File: src/inc/smbc_consts.vh
// Constants for the supply monitor and buck control block.
// Assumes inclusion by bare name from hdl/ sources.
`ifndef SMBC_CONSTS_VH
`define SMBC_CONSTS_VH

// Register word offsets
`define SMBC_ADDR_SYS        4'h0
`define SMBC_ADDR_STAT       4'h1
`define SMBC_ADDR_BUCK0_CTL  4'h4
`define SMBC_ADDR_BUCK0_VOUT 4'h5
`define SMBC_ADDR_BUCK0_STAT 4'h6
`define SMBC_ADDR_W          4

// System register fields
`define SMBC_SYS_LEV_LSB     0
`define SMBC_SYS_MODE_BIT    4
`define SMBC_SYS_MSK_BIT     5
`define SMBC_SYS_RESET       32'h00000017

// Buck control fields
`define SMBC_CTL_ON_BIT      0
`define SMBC_CTL_DLY_LSB     1
`define SMBC_CTL_MODE_BIT    4
`define SMBC_CTL_MSK_BIT     5
`define SMBC_VOUT_RESET      6'h00

// Timing
`define SMBC_CLK_HZ          40000000
`define SMBC_DLY_UNIT_MS     2
`define SMBC_DLY_UNIT_CYC    ((`SMBC_CLK_HZ / 1000) * `SMBC_DLY_UNIT_MS)

`endif

File: src/hdl/smbc_top.v
// Supply monitor, thermal shutdown and three-buck control with an Avalon-MM slave.
// Assumes comparator and power-good inputs already synchronous to ref_clk_i.
// Assumes software toggles a buck's on bit to start or stop it.
`timescale 1ns/1ps
`include "smbc_consts.vh"

module smbc_top #(
  parameter NBUCK    = 3,
  parameter UNIT_CYC = `SMBC_DLY_UNIT_CYC
) (
  // Clock and reset
  input  wire              ref_clk_i,
  input  wire              rst_n_i,
  // Avalon-MM slave
  input  wire [3:0]        avs_address_i,
  input  wire              avs_read_i,
  input  wire              avs_write_i,
  input  wire [31:0]       avs_writedata_i,
  input  wire [3:0]        avs_byteenable_i,
  output reg  [31:0]       avs_readdata_o,
  output wire              avs_waitrequest_o,
  // Analog monitors
  input  wire              monitored_supply_low_i,
  input  wire              over_temp_i,
  input  wire [NBUCK-1:0]  buck_pgood_i,
  // Regulator controls
  output wire [NBUCK-1:0]  buck_enable_o,
  output wire [NBUCK-1:0]  buck_force_pwm_o,
  output wire [6*NBUCK-1:0] output_voltage_code_o,
  output wire [3:0]        supply_threshold_select_o,
  // Interrupt pin, open drain
  output wire              irq_out_n_o,
  output wire              irq_out_n_oe_o
);

  // One-wait-cycle answer: acknowledge on second cycle of an access
  reg         ack;
  wire        req = (avs_read_i | avs_write_i) & ~ack;
  assign avs_waitrequest_o = (avs_read_i | avs_write_i) & ~ack;

  always @(posedge ref_clk_i or negedge rst_n_i) begin
    if (!rst_n_i) begin
      ack <= 1'b0;
    end else begin
      ack <= req;
    end
  end

  wire        acc_wr = avs_write_i & ack & avs_byteenable_i[0];
  wire        acc_rd = avs_read_i & ack;
  wire [1:0]  sel_buck = avs_address_i[3:2] - 2'h1;
  wire        is_buck = (avs_address_i[3:2] != 2'h0) && (sel_buck < NBUCK);

  // System register
  reg  [3:0]  supply_threshold_select;
  reg         undervoltage_response_mode;
  reg         supply_level_irq_mask;
  reg         supply_irq;
  reg         supply_low_d;
  reg         shutdown;

  assign supply_threshold_select_o = supply_threshold_select;

  wire supply_fall = monitored_supply_low_i & ~supply_low_d;
  wire stat_read = acc_rd && (avs_address_i == `SMBC_ADDR_STAT);

  // System register fields
  always @(posedge ref_clk_i or negedge rst_n_i) begin
    if (!rst_n_i) begin
      supply_threshold_select    <= 4'h7;
      undervoltage_response_mode <= 1'b1;
      supply_level_irq_mask      <= 1'b0;
    end else begin
      if (acc_wr && avs_address_i == `SMBC_ADDR_SYS) begin
        supply_threshold_select    <= avs_writedata_i[`SMBC_SYS_LEV_LSB+3:`SMBC_SYS_LEV_LSB];
        undervoltage_response_mode <= avs_writedata_i[`SMBC_SYS_MODE_BIT];
        supply_level_irq_mask      <= avs_writedata_i[`SMBC_SYS_MSK_BIT];
      end
    end
  end

  // Supply interrupt; set wins over read-clear
  always @(posedge ref_clk_i or negedge rst_n_i) begin
    if (!rst_n_i) begin
      supply_irq   <= 1'b0;
      supply_low_d <= 1'b0;
    end else begin
      supply_low_d <= monitored_supply_low_i;
      if (supply_fall && undervoltage_response_mode && supply_level_irq_mask) begin
        supply_irq <= 1'b1;
      end else if (stat_read && !monitored_supply_low_i) begin
        supply_irq <= 1'b0;
      end
    end
  end

  // Forces all bucks off: one-cycle pulse on supply fall when undervoltage_response_mode is 0, held high while over_temp_i is high
  always @(posedge ref_clk_i or negedge rst_n_i) begin
    if (!rst_n_i) begin
      shutdown <= 1'b0;
    end else begin
      shutdown <= (supply_fall & ~undervoltage_response_mode) | over_temp_i;
    end
  end

  // Per-buck logic
  wire [NBUCK-1:0]   on_bit;
  wire [NBUCK-1:0]   en;
  wire [NBUCK-1:0]   mode;
  wire [NBUCK-1:0]   fmask;
  wire [NBUCK-1:0]   fault_irq;
  wire [3*NBUCK-1:0] dly;
  wire [6*NBUCK-1:0] vcode;
  // Protection also drops any start still counting
  wire               kill     = shutdown | over_temp_i;
  wire               acc_ctl  = acc_wr && is_buck && (avs_address_i[1:0] == 2'h0);
  wire               acc_vout = acc_wr && is_buck && (avs_address_i[1:0] == 2'h1);
  wire               acc_bst  = acc_rd && is_buck && (avs_address_i[1:0] == 2'h2);

  assign buck_enable_o         = en;
  assign buck_force_pwm_o      = mode;
  assign output_voltage_code_o = vcode;

  genvar g;
  generate
    for (g = 0; g < NBUCK; g = g + 1) begin : g_buck
      smbc_buck_slot #(
        .UNIT_CYC    (UNIT_CYC)
      ) i_slot (
        .ref_clk_i   (ref_clk_i),
        .rst_n_i     (rst_n_i),
        .ctl_wr_i    (acc_ctl && (sel_buck == g)),
        .vout_wr_i   (acc_vout && (sel_buck == g)),
        .stat_rd_i   (acc_bst && (sel_buck == g)),
        .wdata_i     (avs_writedata_i),
        .kill_i      (kill),
        .pgood_i     (buck_pgood_i[g]),
        .on_bit_o    (on_bit[g]),
        .dly_o       (dly[3*g +: 3]),
        .mode_o      (mode[g]),
        .fmask_o     (fmask[g]),
        .vcode_o     (vcode[6*g +: 6]),
        .en_o        (en[g]),
        .fault_irq_o (fault_irq[g])
      );
    end
  endgenerate

  wire irq_any = supply_irq | (|fault_irq);
  assign irq_out_n_o    = 1'b0;
  assign irq_out_n_oe_o = ~irq_any;

  // Read mux; unmapped words read zero
  reg [31:0] next_readdata;

  always @* begin
    next_readdata = 32'h0;
    case (avs_address_i)
      `SMBC_ADDR_SYS: begin
        next_readdata[5:0] = {supply_level_irq_mask, undervoltage_response_mode,
                              supply_threshold_select};
      end
      `SMBC_ADDR_STAT: begin
        next_readdata[2:0] = {over_temp_i, supply_irq, monitored_supply_low_i};
      end
      default: begin
        if (is_buck) begin
          case (avs_address_i[1:0])
            2'h0: begin
              next_readdata[5:0] = {fmask[sel_buck], mode[sel_buck],
                                    dly[3*sel_buck +: 3], on_bit[sel_buck]};
            end
            2'h1: begin
              next_readdata[5:0] = vcode[6*sel_buck +: 6];
            end
            2'h2: begin
              next_readdata[2:0] = {en[sel_buck], fault_irq[sel_buck],
                                    buck_pgood_i[sel_buck]};
            end
            default: begin
              next_readdata = 32'h0;
            end
          endcase
        end
      end
    endcase
  end

  // Loaded in the wait cycle so it stands when waitrequest drops
  always @(posedge ref_clk_i or negedge rst_n_i) begin
    if (!rst_n_i) begin
      avs_readdata_o <= 32'h0;
    end else if (req && avs_read_i) begin
      avs_readdata_o <= next_readdata;
    end
  end

endmodule // smbc_top

// One step-down channel: control fields, edge-driven enable with delay, fault flag.
module smbc_buck_slot #(
  parameter UNIT_CYC = `SMBC_DLY_UNIT_CYC
) (
  // Clock and reset
  input  wire        ref_clk_i,
  input  wire        rst_n_i,
  // Register strobes for this channel
  input  wire        ctl_wr_i,
  input  wire        vout_wr_i,
  input  wire        stat_rd_i,
  input  wire [31:0] wdata_i,
  // Protection and feedback
  input  wire        kill_i,
  input  wire        pgood_i,
  // Control fields
  output reg         on_bit_o,
  output reg  [2:0]  dly_o,
  output reg         mode_o,
  output reg         fmask_o,
  output reg  [5:0]  vcode_o,
  // Status
  output reg         en_o,
  output reg         fault_irq_o
);

  reg         on_prev;
  reg         pending;
  reg         pgood_d;
  reg  [31:0] cnt;

  wire        on_rise = on_bit_o & ~on_prev;
  wire        on_fall = ~on_bit_o & on_prev;
  wire        pg_fall = pgood_d & ~pgood_i;

  // Delay in clock cycles for a 3-bit code
  function [31:0] dly_cycles;
    input [2:0] code;
    begin
      if (code == 3'h0) begin
        dly_cycles = 32'h0;
      end else begin
        dly_cycles = UNIT_CYC << (code - 3'h1);
      end
    end
  endfunction

  // Control fields
  always @(posedge ref_clk_i or negedge rst_n_i) begin
    if (!rst_n_i) begin
      on_bit_o <= 1'b0;
      dly_o    <= 3'h0;
      mode_o   <= 1'b0;
      fmask_o  <= 1'b0;
      vcode_o  <= `SMBC_VOUT_RESET;
    end else begin
      if (ctl_wr_i) begin
        on_bit_o <= wdata_i[`SMBC_CTL_ON_BIT];
        dly_o    <= wdata_i[`SMBC_CTL_DLY_LSB+2:`SMBC_CTL_DLY_LSB];
        mode_o   <= wdata_i[`SMBC_CTL_MODE_BIT];
        fmask_o  <= wdata_i[`SMBC_CTL_MSK_BIT];
      end
      if (vout_wr_i) begin
        vcode_o <= wdata_i[5:0];
      end
    end
  end

  // Enable follows edges of the on bit and drops on kill_i
  always @(posedge ref_clk_i or negedge rst_n_i) begin
    if (!rst_n_i) begin
      on_prev <= 1'b0;
      pending <= 1'b0;
      en_o    <= 1'b0;
      cnt     <= 32'h0;
    end else begin
      on_prev <= on_bit_o;
      if (kill_i) begin
        en_o    <= 1'b0;
        pending <= 1'b0;
      end else if (on_rise) begin
        pending <= 1'b1;
        cnt     <= dly_cycles(dly_o);
      end else if (on_fall) begin
        en_o    <= 1'b0;
        pending <= 1'b0;
      end else if (pending) begin
        if (cnt == 32'h0) begin
          en_o    <= 1'b1;
          pending <= 1'b0;
        end else begin
          cnt <= cnt - 32'h1;
        end
      end
    end
  end

  // Fault on power-good fall; set wins over read-clear
  always @(posedge ref_clk_i or negedge rst_n_i) begin
    if (!rst_n_i) begin
      pgood_d     <= 1'b0;
      fault_irq_o <= 1'b0;
    end else begin
      pgood_d <= pgood_i;
      if (fmask_o && pg_fall) begin
        fault_irq_o <= 1'b1;
      end else if (stat_rd_i) begin
        fault_irq_o <= 1'b0;
      end
    end
  end

endmodule // smbc_buck_slot

File: config.mk
export PLATFORM = sky130hd
export DESIGN_NAME = smbc_top
export DESIGN_NICKNAME = d
export VERILOG_FILES = /design/src/hdl/smbc_top.v
export VERILOG_INCLUDE_DIRS = /design/src /design/src/inc
export SDC_FILE = /design/constraint.sdc
export NUM_CORES = 1
export LEC_CHECK = 0
export BUFFER_PORTS_ARGS = -buffer_cell sky130_fd_sc_hd__clkbuf_2
export CAP_MARGIN = 0
export CORE_ASPECT_RATIO = 1.75
export CORE_MARGIN = 8
export CORE_UTILIZATION = 30
export DETAILED_ROUTE_END_ITERATION = 6
export GPL_ROUTABILITY_DRIVEN = 0
export SYNTH_ARGS = -nofsm -noshare
export SYNTH_HDL_FRONTEND = slang
export SYNTH_HIERARCHICAL = 1
export SYNTH_SLANG_ARGS = --single-unit
File: constraint.sdc
create_clock -name ref_clk_i -period 6.73 [get_ports ref_clk_i]
set_input_delay 1.346 -clock ref_clk_i [delete_from_list [all_inputs] [get_ports ref_clk_i]]
set_output_delay 1.346 -clock ref_clk_i [all_outputs]
set_load 0.01 [all_outputs]
; Yosys cells after proc, flatten, opt, wreduce, memory -nomap -nowiden
; Cells that the tools add are included.
[totals]
regBits = 189
input_bits = 49
out_inout_bits = 63
word_cells = 231
[classes]
addsub = 7
mul = 2
n_lt_le_gt_ge = 2
n_eq_ne = 14
shift = 5
muxes = 71
bitwise_logic = 33
n_reduce_logical = 56
[op_table]
columns = op, count
row1 = $mux W32, 15
row2 = $logic_not A32 Y1, 3
row3 = $shl A17 B3 Y32 const A, 3
row4 = $sub A32 B1 Y32 const B, 3
row5 = $mux W1, 44
row6 = $mux W26, 1
row7 = $logic_and A1 B1 Y1, 24
row8 = $pmux W3 S2, 3
row9 = $reduce_bool A3 Y1, 6
row10 = $shiftx A18 B6 Y6, 1
row11 = $reduce_bool A2 Y1, 8
row12 = $and A1 B1 Y1, 15
row13 = $ne A2 B1 Y1 const B, 7
row14 = $not A1 Y1, 14
row15 = $bmux W1 S2, 6
row16 = $reduce_and A4 Y1, 3
row17 = $logic_not A3 Y1, 3
row18 = $pmux W3 S3, 1
row19 = $reduce_and A3 Y1, 3
row20 = $shiftx A9 B5 Y3, 1
row21 = $sub A3 B1 Y3 const B, 3
row22 = $mul A2 B2 Y4 const A, 2
row23 = $mux W6, 1
row24 = $eq A2 B1 Y1 const B, 2
row25 = 12 further kinds, 18

; Logic depth before layout (Yosys ltp)
; Gate-level depths: netlist of the first run.
[depth]
ltp_word = 8
mapped_depth = 10
mapped_depth_nobuf = 9

; Modules after synthesis
; Netlist of the first run, hierarchy kept.
[by_module_without_submodules]
columns = module, instances, cells_per_inst, area_each_um2, seq_area_each_um2
row1 = smbc_buck_slot at g_buck[0].i_slot ..., 2, 298, 2728.9, 1226.2
row2 = smbc_buck_slot at g_buck[2].i_slot, 1, 315, 2940.3, 1226.2
row3 = smbc_top, 1, 156, 1510.2, 405.4

; Worst setup path after synthesis of the first run
; No wires, ideal clock.
[synth_timing]
kind = input -> register
startpoint = input port over_temp_i
endpoint = register g_buck[0].i_slot.cnt[26]
setup_ns = 0.078
t_arrival_ns = 3.129
required_ns = 6.652
path_slack_ns = 3.523
path_stages = 7
n_path_buf = 1
cell_sequence = or2_2 > nor3b_1 > or2_2 > nand2_1 > clkbuf_1 > or3_1 > a21oi_1
[synth_via]
elab_chain_cells = 3
[synth_rtl]
columns = item, line
row1 = "start, declared", smbc_top.v:24  ; input wire over_temp_i,
row2 = $or A1 B1 Y1, smbc_top.v:115  ; wire kill = shutdown | over_temp_i;
row3 = $not A1 Y1 (no line), --
row4 = $reduce_and A4 Y1 (no line), --
row5 = "end signal, assigned", smbc_top.v:282  ; cnt <= dly_cycles(dly_o);
row6 = "end signal, assigned", smbc_top.v:291  ; cnt <= cnt - 32'h1;
row7 = "end, declared", smbc_top.v:229  ; reg [31:0] cnt;
; No other way between the ends.
; A chain may end at the register's enable or synchronous reset.

; Worst setup path in the final report of the first run
[layout_timing]
startpoint = input port over_temp_i
endpoint = register g_buck[2].i_slot.cnt[19]
[layout_via]
elab_chain_cells = 3
[layout_rtl]
columns = item, line
row1 = $or A1 B1 Y1, smbc_top.v:115
row2 = net kill, smbc_top.v:115
row3 = $not A1 Y1 (no line), --
row4 = $reduce_and A4 Y1 (no line), --
row5 = "end signal, assigned", smbc_top.v:282
row6 = "end signal, assigned", smbc_top.v:291
row7 = "end, declared", smbc_top.v:229
; The timed path passes the listed nets, and every way through them passes these cells.

==> results_dict.tcl, run 1 <==
set metrics [dict create \
    clock_path_buffers 2 \
    synth_edf_count 0 \
    detail-route-antenna-nets 0 \
    cts_tree "done" \
    utilization 0.3361 \
    synthesis.area_um2 9908 \
    cp.buffers_inverters 2 \
    cp_data_arrival_time_ps 4360 \
    min_period_ps 4057 \
    yosysUniqueCellTypes 71 \
    p_per_area_nw_per_um2 333.7 \
    post_cts_buffers 0 \
    power_mw 3.680 \
    antenna_cells 0 \
    ys_ff_latch 163 \
    start_util 0.3020 \
    slowest_stage "nand2_1" \
    ys_async_sr_fraction 1.000 \
    wl_mm 27.48 \
    r2r-end "g_buck[2].i_slot/cnt[19]" \
    hp-class "reg -> reg" \
    syn_to_final_growth_pct 11.30 \
    relSlewSlack 0.3899 \
    worstPathRequired_ps 7030 \
    r2r-start "shutdown" \
    grt_pass1_vias 8296 \
    grt_pass1_wl_mm 44.92 \
    ctsHoldBuffers 0 \
    path_cells "clkbuf_2 > or2_2 > nand2b_1 > nand2_1 > nand2_1 > inv_2 > a41oi_1" \
    fin_nets 1174 \
    leakagePower_nw 4.784 \
    worstPathMaxFanout 21 \
    min_to "g_buck[0].i_slot/on_prev" \
    ys_seq_area_frac 0.4122 \
    fin_crit_sh 0.6028 \
    die-width_um 153.4 \
    cts_buffers 17 \
    dr.pass1.iters 5 \
    crit_family "simple AND/OR/NAND/NOR gates" \
    cts-root-buf "clkbuf_16" \
    worst_pin_slew_ps 915.1 \
    cp-end-kind "flip-flop" \
    fillers 3347 \
    hold_viol 0 \
    crit_top_cell "nand2_1" \
    drv_cap 0 \
    core_um2 32810 \
    vias_per_cell 5.429 \
    avgSynthCellArea_um2 9.286 \
    grt.total_usage 0.1414 \
    hpwlAfterDp_mm 20.14 \
    syn_inst 1067 \
    min_path_cells 0 \
    setup_violations 0 \
    dr_total_vias 8203 \
    fp.dieH_um 256.4 \
    post_cts_resize_count 0 \
    rows 88 \
    start_kind "input pin" \
    antenna_found_initial 0 \
    ir_worst_vdd_v 0.0001338 \
    ys.flop_type "dfrtp_1" \
    io_pins 112 \
    wl_per_cell_um 18.18 \
    critical-path-max-stage-delay_ps 790 \
    route.detailed.drc 0 \
    final_common_cell "dfrtp_1" \
    layout_common_cells "dfrtp_1 (159), nor2_1 (103), o21ai_0 (89), nand2_1 (68), clkbuf_2 (54)" \
    ff2ff_setup_slack_ps 3320 \
    path_clk_slew_ps 70 \
    hold_start "g_buck[0].i_slot/on_bit_o" \
    place_inst 1479 \
    yosys_warnings 6 \
    path_class "in -> reg" \
    rsz0062_at_grt "false" \
    layoutNonFillerInstCount 1511 \
    drive_gt1_frac 0.1546 \
    grt_overflow 0 \
    status "complete, no violations" \
    io_buffers 55 \
    grt_max_degree 96 \
    finClkSkew_ps 10.32 \
    clock-sinks 163 \
    die_area_um2 39330 \
    htree_levels 4 \
    fmax_mhz 246.5 \
    tns_ps 0 \
    drt-initial-drc-count 489 \
    slew_viol_final 0 \
    r2r_cells 6 \
    insertion_delay_ps 450 \
]
through the flow:
stage | hold WS, ps | worst slack, ps | area [um^2]
finish | 486.0 | 2673 | 11030
CTS | 481.6 | 2693 | 11030
floorplan | 415.7 | 3523 | 10010
global route | 503.8 | 2436 | 11030
detailed placement | 467.0 | 2202 | 10420
global placement | 458.7 | 2225 | 10420
cell type report:
class / count / area (um^2) / area share
tap: 405 / 506.7 / 0.04595
sequential: 163 / 4084 / 0.3703
clock inverter: 14 / 175.2 / 0.01588
timing repair buffer: 63 / 341.6 / 0.03097
multi-input combinational: 819 / 5383 / 0.4881
inverter: 29 / 108.9 / 0.009871
clock buffer: 18 / 429.2 / 0.03892
per-layer routing:
metal	share of wire	vias to the layer above	wire length (um)	track usage
met1	0.40	4037	10910	0.1542
li1	-	3944	-	-
met5	0	-	0	0
met3	0.027	60	737	0.02324
met4	0.041	0	1118	0.07299
met2	0.54	162	14710	0.2581
power by group:
part           switching [mW]  internal [mW]
Clock                   0.429          0.589
Sequential              0.179           1.14
Combinational           0.837          0.510
Total                    1.44           2.24
cell usage after synthesis (7+ instances only):
cell type / instances / share of area
dfrtp_1: 159 / 0.40
nor2_1: 103 / 0.039
o21ai_0: 89 / 0.045
nand2_1: 68 / 0.026
a21oi_1: 53 / 0.027
clkbuf_1: 50 / 0.019
mux2_2: 38 / 0.043
nor3_1: 38 / 0.019
ha_1: 32 / 0.040
buf_4: 28 / 0.021
inv_1: 28 / 0.011
or3_1: 27 / 0.017
nand2b_1: 23 / 0.015
nand3_1: 22 / 0.011
nor4_1: 21 / 0.013
o31ai_1: 19 / 0.014
or4_1: 18 / 0.014
mux2i_1: 16 / 0.016
xor2_1: 16 / 0.014
nand4_1: 14 / 0.0088
nor2b_1: 14 / 0.0088
and2_1: 13 / 0.0082
a31oi_1: 12 / 0.0076
o211ai_1: 10 / 0.0076
o2bb2ai_1: 10 / 0.0088
a22o_1: 9 / 0.0080
nand4b_1: 9 / 0.0080
o22ai_1: 8 / 0.0051
nor3b_1: 7 / 0.0053
o41ai_1: 7 / 0.0062
or2_2: 7 / 0.0044
how the worst max path moves through the flow:
stage                     start                        to  slack (ps)  cells after the start
CTS                 over_temp_i  g_buck[2].i_slot/cnt[19]        2690                      7
global route        over_temp_i  g_buck[2].i_slot/cnt[19]        2440                      7
finish              over_temp_i  g_buck[2].i_slot/cnt[19]        2670                      7
global placement    over_temp_i  g_buck[2].i_slot/cnt[19]        2220                      7
detailed placement  over_temp_i  g_buck[2].i_slot/cnt[19]        2200                      7
floorplan           over_temp_i  g_buck[0].i_slot/cnt[26]        3520                      7
state kept, by name, indices dropped and copies added, names as in the netlist, 4 cells and up:
name / count
g_buck.i_slot/dly_o: 9
g_buck.i_slot/vcode_o: 18
supply_threshold_select_o: 4
avs_readdata_o: 6
g_buck.i_slot/cnt: 96
cell families (layout without fill, tap and decap cells):
group | count (synthesis) | in the layout | share of synthesized area
compound gates | 270 | 270 | 0.1753
fa+ha+maj | 32 | 32 | 0.04041
other cells | 1 | 27 | 0.0003785
simple gates | 414 | 414 | 0.2291
flops | 163 | 163 | 0.4122
xor+xnor | 16 | 16 | 0.01414
buf+inv | 111 | 124 | 0.05443
mux | 60 | 60 | 0.07413
Note: power is estimated with default switching activity, not from simulation.
==> run 2: changes to the inputs <==
- clock period: 6.73 -> 3.7 ns (I/O delays scaled with it)
==> run 2 against run 1 <==
Net effect:
- non-clock buffer count up 10
- worst hold slack worse by 170 ps
- global-route usage up 0.57 points
- sequential power up 82%
- routed wire length up 3.3%
- critical path depth up 2
- first-iteration DRC count up 16%
- critical endpoint is now g_buck[0].i_slot/cnt[19]
- largest power group unchanged
==> results_dict.tcl, run 2 (synthesis gave the netlist of run 1 again) <==
set metrics [dict create \
    dr.max_layer_used "met4" \
    switching_power_mw 2.655 \
    largest-register "g_buck.i_slot/cnt" \
    clock-sinks 163 \
    fin_nets 1184 \
    wl_mm 28.39 \
    post_cts_buffers 0 \
    final_common_cell "dfrtp_1" \
    reg_top3 "g_buck.i_slot/cnt (96), g_buck.i_slot/vcode_o (18), g_buck.i_slot/dly_o (9)" \
    fillers 3335 \
    io_buffers 55 \
    path_clk_slew_ps 70 \
    die_area_um2 39330 \
    fin_crit_sh 0.8863 \
    ctsHoldBuffers 0 \
    cts_buffers 17 \
    worstPathRequired_ps 4000 \
    cp_data_arrival_time_ps 3580 \
    syn_to_final_growth_pct 12.21 \
    fmax_mhz 304.9 \
    clkPwrFrac 0.276 \
    setup_violations 0 \
    rows 88 \
    io_pins 112 \
    dr.pass1.iters 5 \
    core_um2 32810 \
    leakagePower_nw 4.835 \
    p_per_area_nw_per_um2 605.4 \
    worst_pin_slew_ps 863.1 \
    drv_cap 0 \
    die-width_um 153.4 \
    r2r_cells 9 \
    cts_tree "done" \
    hold_slack_ps 312.4 \
    largest_register_ffs 96 \
    grt_overflow 0 \
    hpwlAfterDp_mm 21.02 \
    dr_total_vias 8363 \
    htree_levels 4 \
    cp-end-kind "flip-flop" \
    post_cts_resize_count 0 \
    detail-route-antenna-nets 0 \
    final_area_um2 11120 \
    cts-root-buf "clkbuf_16" \
    p_int_mw 4.075 \
    route.detailed.drc 0 \
    antenna_cells 0 \
    ff2ff_setup_slack_ps 420 \
    drive_gt1_frac 0.1613 \
    hold_viol 0 \
    p_seq_frac 0.356 \
    grt.total_usage 0.1470 \
    pwr-share-comb 0.368 \
    slew_viol_final 0 \
    seq_area_um2 4084 \
    wl_per_cell_um 18.67 \
    met3_length_mm 1.002 \
    dr_wl_met2_mm 15.52 \
    rsz0062_at_grt "false" \
    grt_max_degree 77 \
    worstPathMaxFanout 19 \
    grt_pass1_vias 8471 \
    p_sw_frac 0.3945 \
    fp.dieH_um 256.4 \
    wl_met1_mm 10.82 \
    r2r-end "g_buck[0].i_slot/cnt[19]" \
    place_area_um2 10510 \
    antenna_found_initial 0 \
    finClkSkew_ps 10.18 \
    path_class "reg -> reg" \
    r2r-start "g_buck[0].i_slot/cnt[0]" \
    multiInputGateArea_um2 5383 \
    hp-class "in -> async" \
    grt_pass1_wl_mm 46.30 \
    min_period_ps 3279 \
    relSlewSlack 0.4225 \
    clock_path_buffers 2 \
    status "complete, no violations" \
    insertion_delay_ps 450 \
    layout_common_cells "dfrtp_1 (159), nor2_1 (103), o21ai_0 (89), nand2_1 (68), clkbuf_2 (54)" \
    tns_ps 0 \
    ir_worst_vdd_v 0.0003378 \
    start_kind "flip-flop" \
    drt-initial-drc-count 568 \
    start_util 0.3020 \
    vias_per_cell 5.498 \
]
==> run 2: cell types whose count changed in the layout (fill, tap and decap cells not counted) <==
cell      before  now
clkinv_2       3    1
buf_12         0    1
clkinv_4       1    3
inv_6          4    3
clkbuf_1       1    2
buf_4          8   17
==> run 2: cell type report <==
cell class	instances	share of cell area
Inverter	29	0.009791
Clock inverter	13	0.01564
Sequential cell	163	0.3673
Clock buffer	19	0.03894
Tap cell	405	0.04558
Timing Repair Buffer	73	0.03860
Multi-Input combinational cell	819	0.4841
==> run 2: worst max-delay path by stage <==
stage / cells past startpoint / to / from / slack, ps
after floorplan: 8 / g_buck[0].i_slot/cnt[26] / g_buck[0].i_slot/cnt[0] / 930
after global placement: 8 / g_buck[0].i_slot/cnt[15] / over_temp_i / 430
after detailed placement: 8 / g_buck[0].i_slot/cnt[15] / over_temp_i / 370
after CTS: 9 / g_buck[0].i_slot/cnt[19] / g_buck[0].i_slot/cnt[0] / 470
after global routing: 9 / g_buck[0].i_slot/cnt[22] / g_buck[0].i_slot/cnt[0] / 180
final: 9 / g_buck[0].i_slot/cnt[19] / g_buck[0].i_slot/cnt[0] / 420
==> run 2: power groups by stage <==
stage                     combinational (mW)  sequential, mW  clock [mW]
after floorplan                         1.84            2.34           0
after global placement                  2.42            2.41           0
after detailed placement                2.44            2.42           0
after CTS                               2.46            2.39        1.91
after global routing                    2.73            2.44        1.98
final                                   2.48            2.39        1.86
==> run 2: routing by layer <==
layer,global-route usage,up-vias
met5,0,-
met4,0.07572,0
met3,0.02729,63
met2,0.2726,188
met1,0.1550,4142
li1,-,3970
==> run 2: through the flow <==
step / power, mW / worst slack, ps / std cells / utilization
finish: 6.731 / 420.6 / 1521 / 0.3389
global route: 7.154 / 176.1 / 1521 / 0.3389
CTS: 6.752 / 473.1 / 1521 / 0.3389
detailed placement: 4.854 / 368.1 / 1489 / 0.3204
global placement: 4.825 / 426.2 / 1489 / 0.3204
floorplan: 4.182 / 926.0 / 1093 / -
==> run 2: critical path: stages, from the launching register on <==
cell	delay [ps]
dfrtp_1	390
inv_1	100
ha_1	200
or4b_2	660
nand3b_4	250
nand4b_1	340
nand2_1	520
inv_1	380
a21oi_1	230
a41oi_1	60
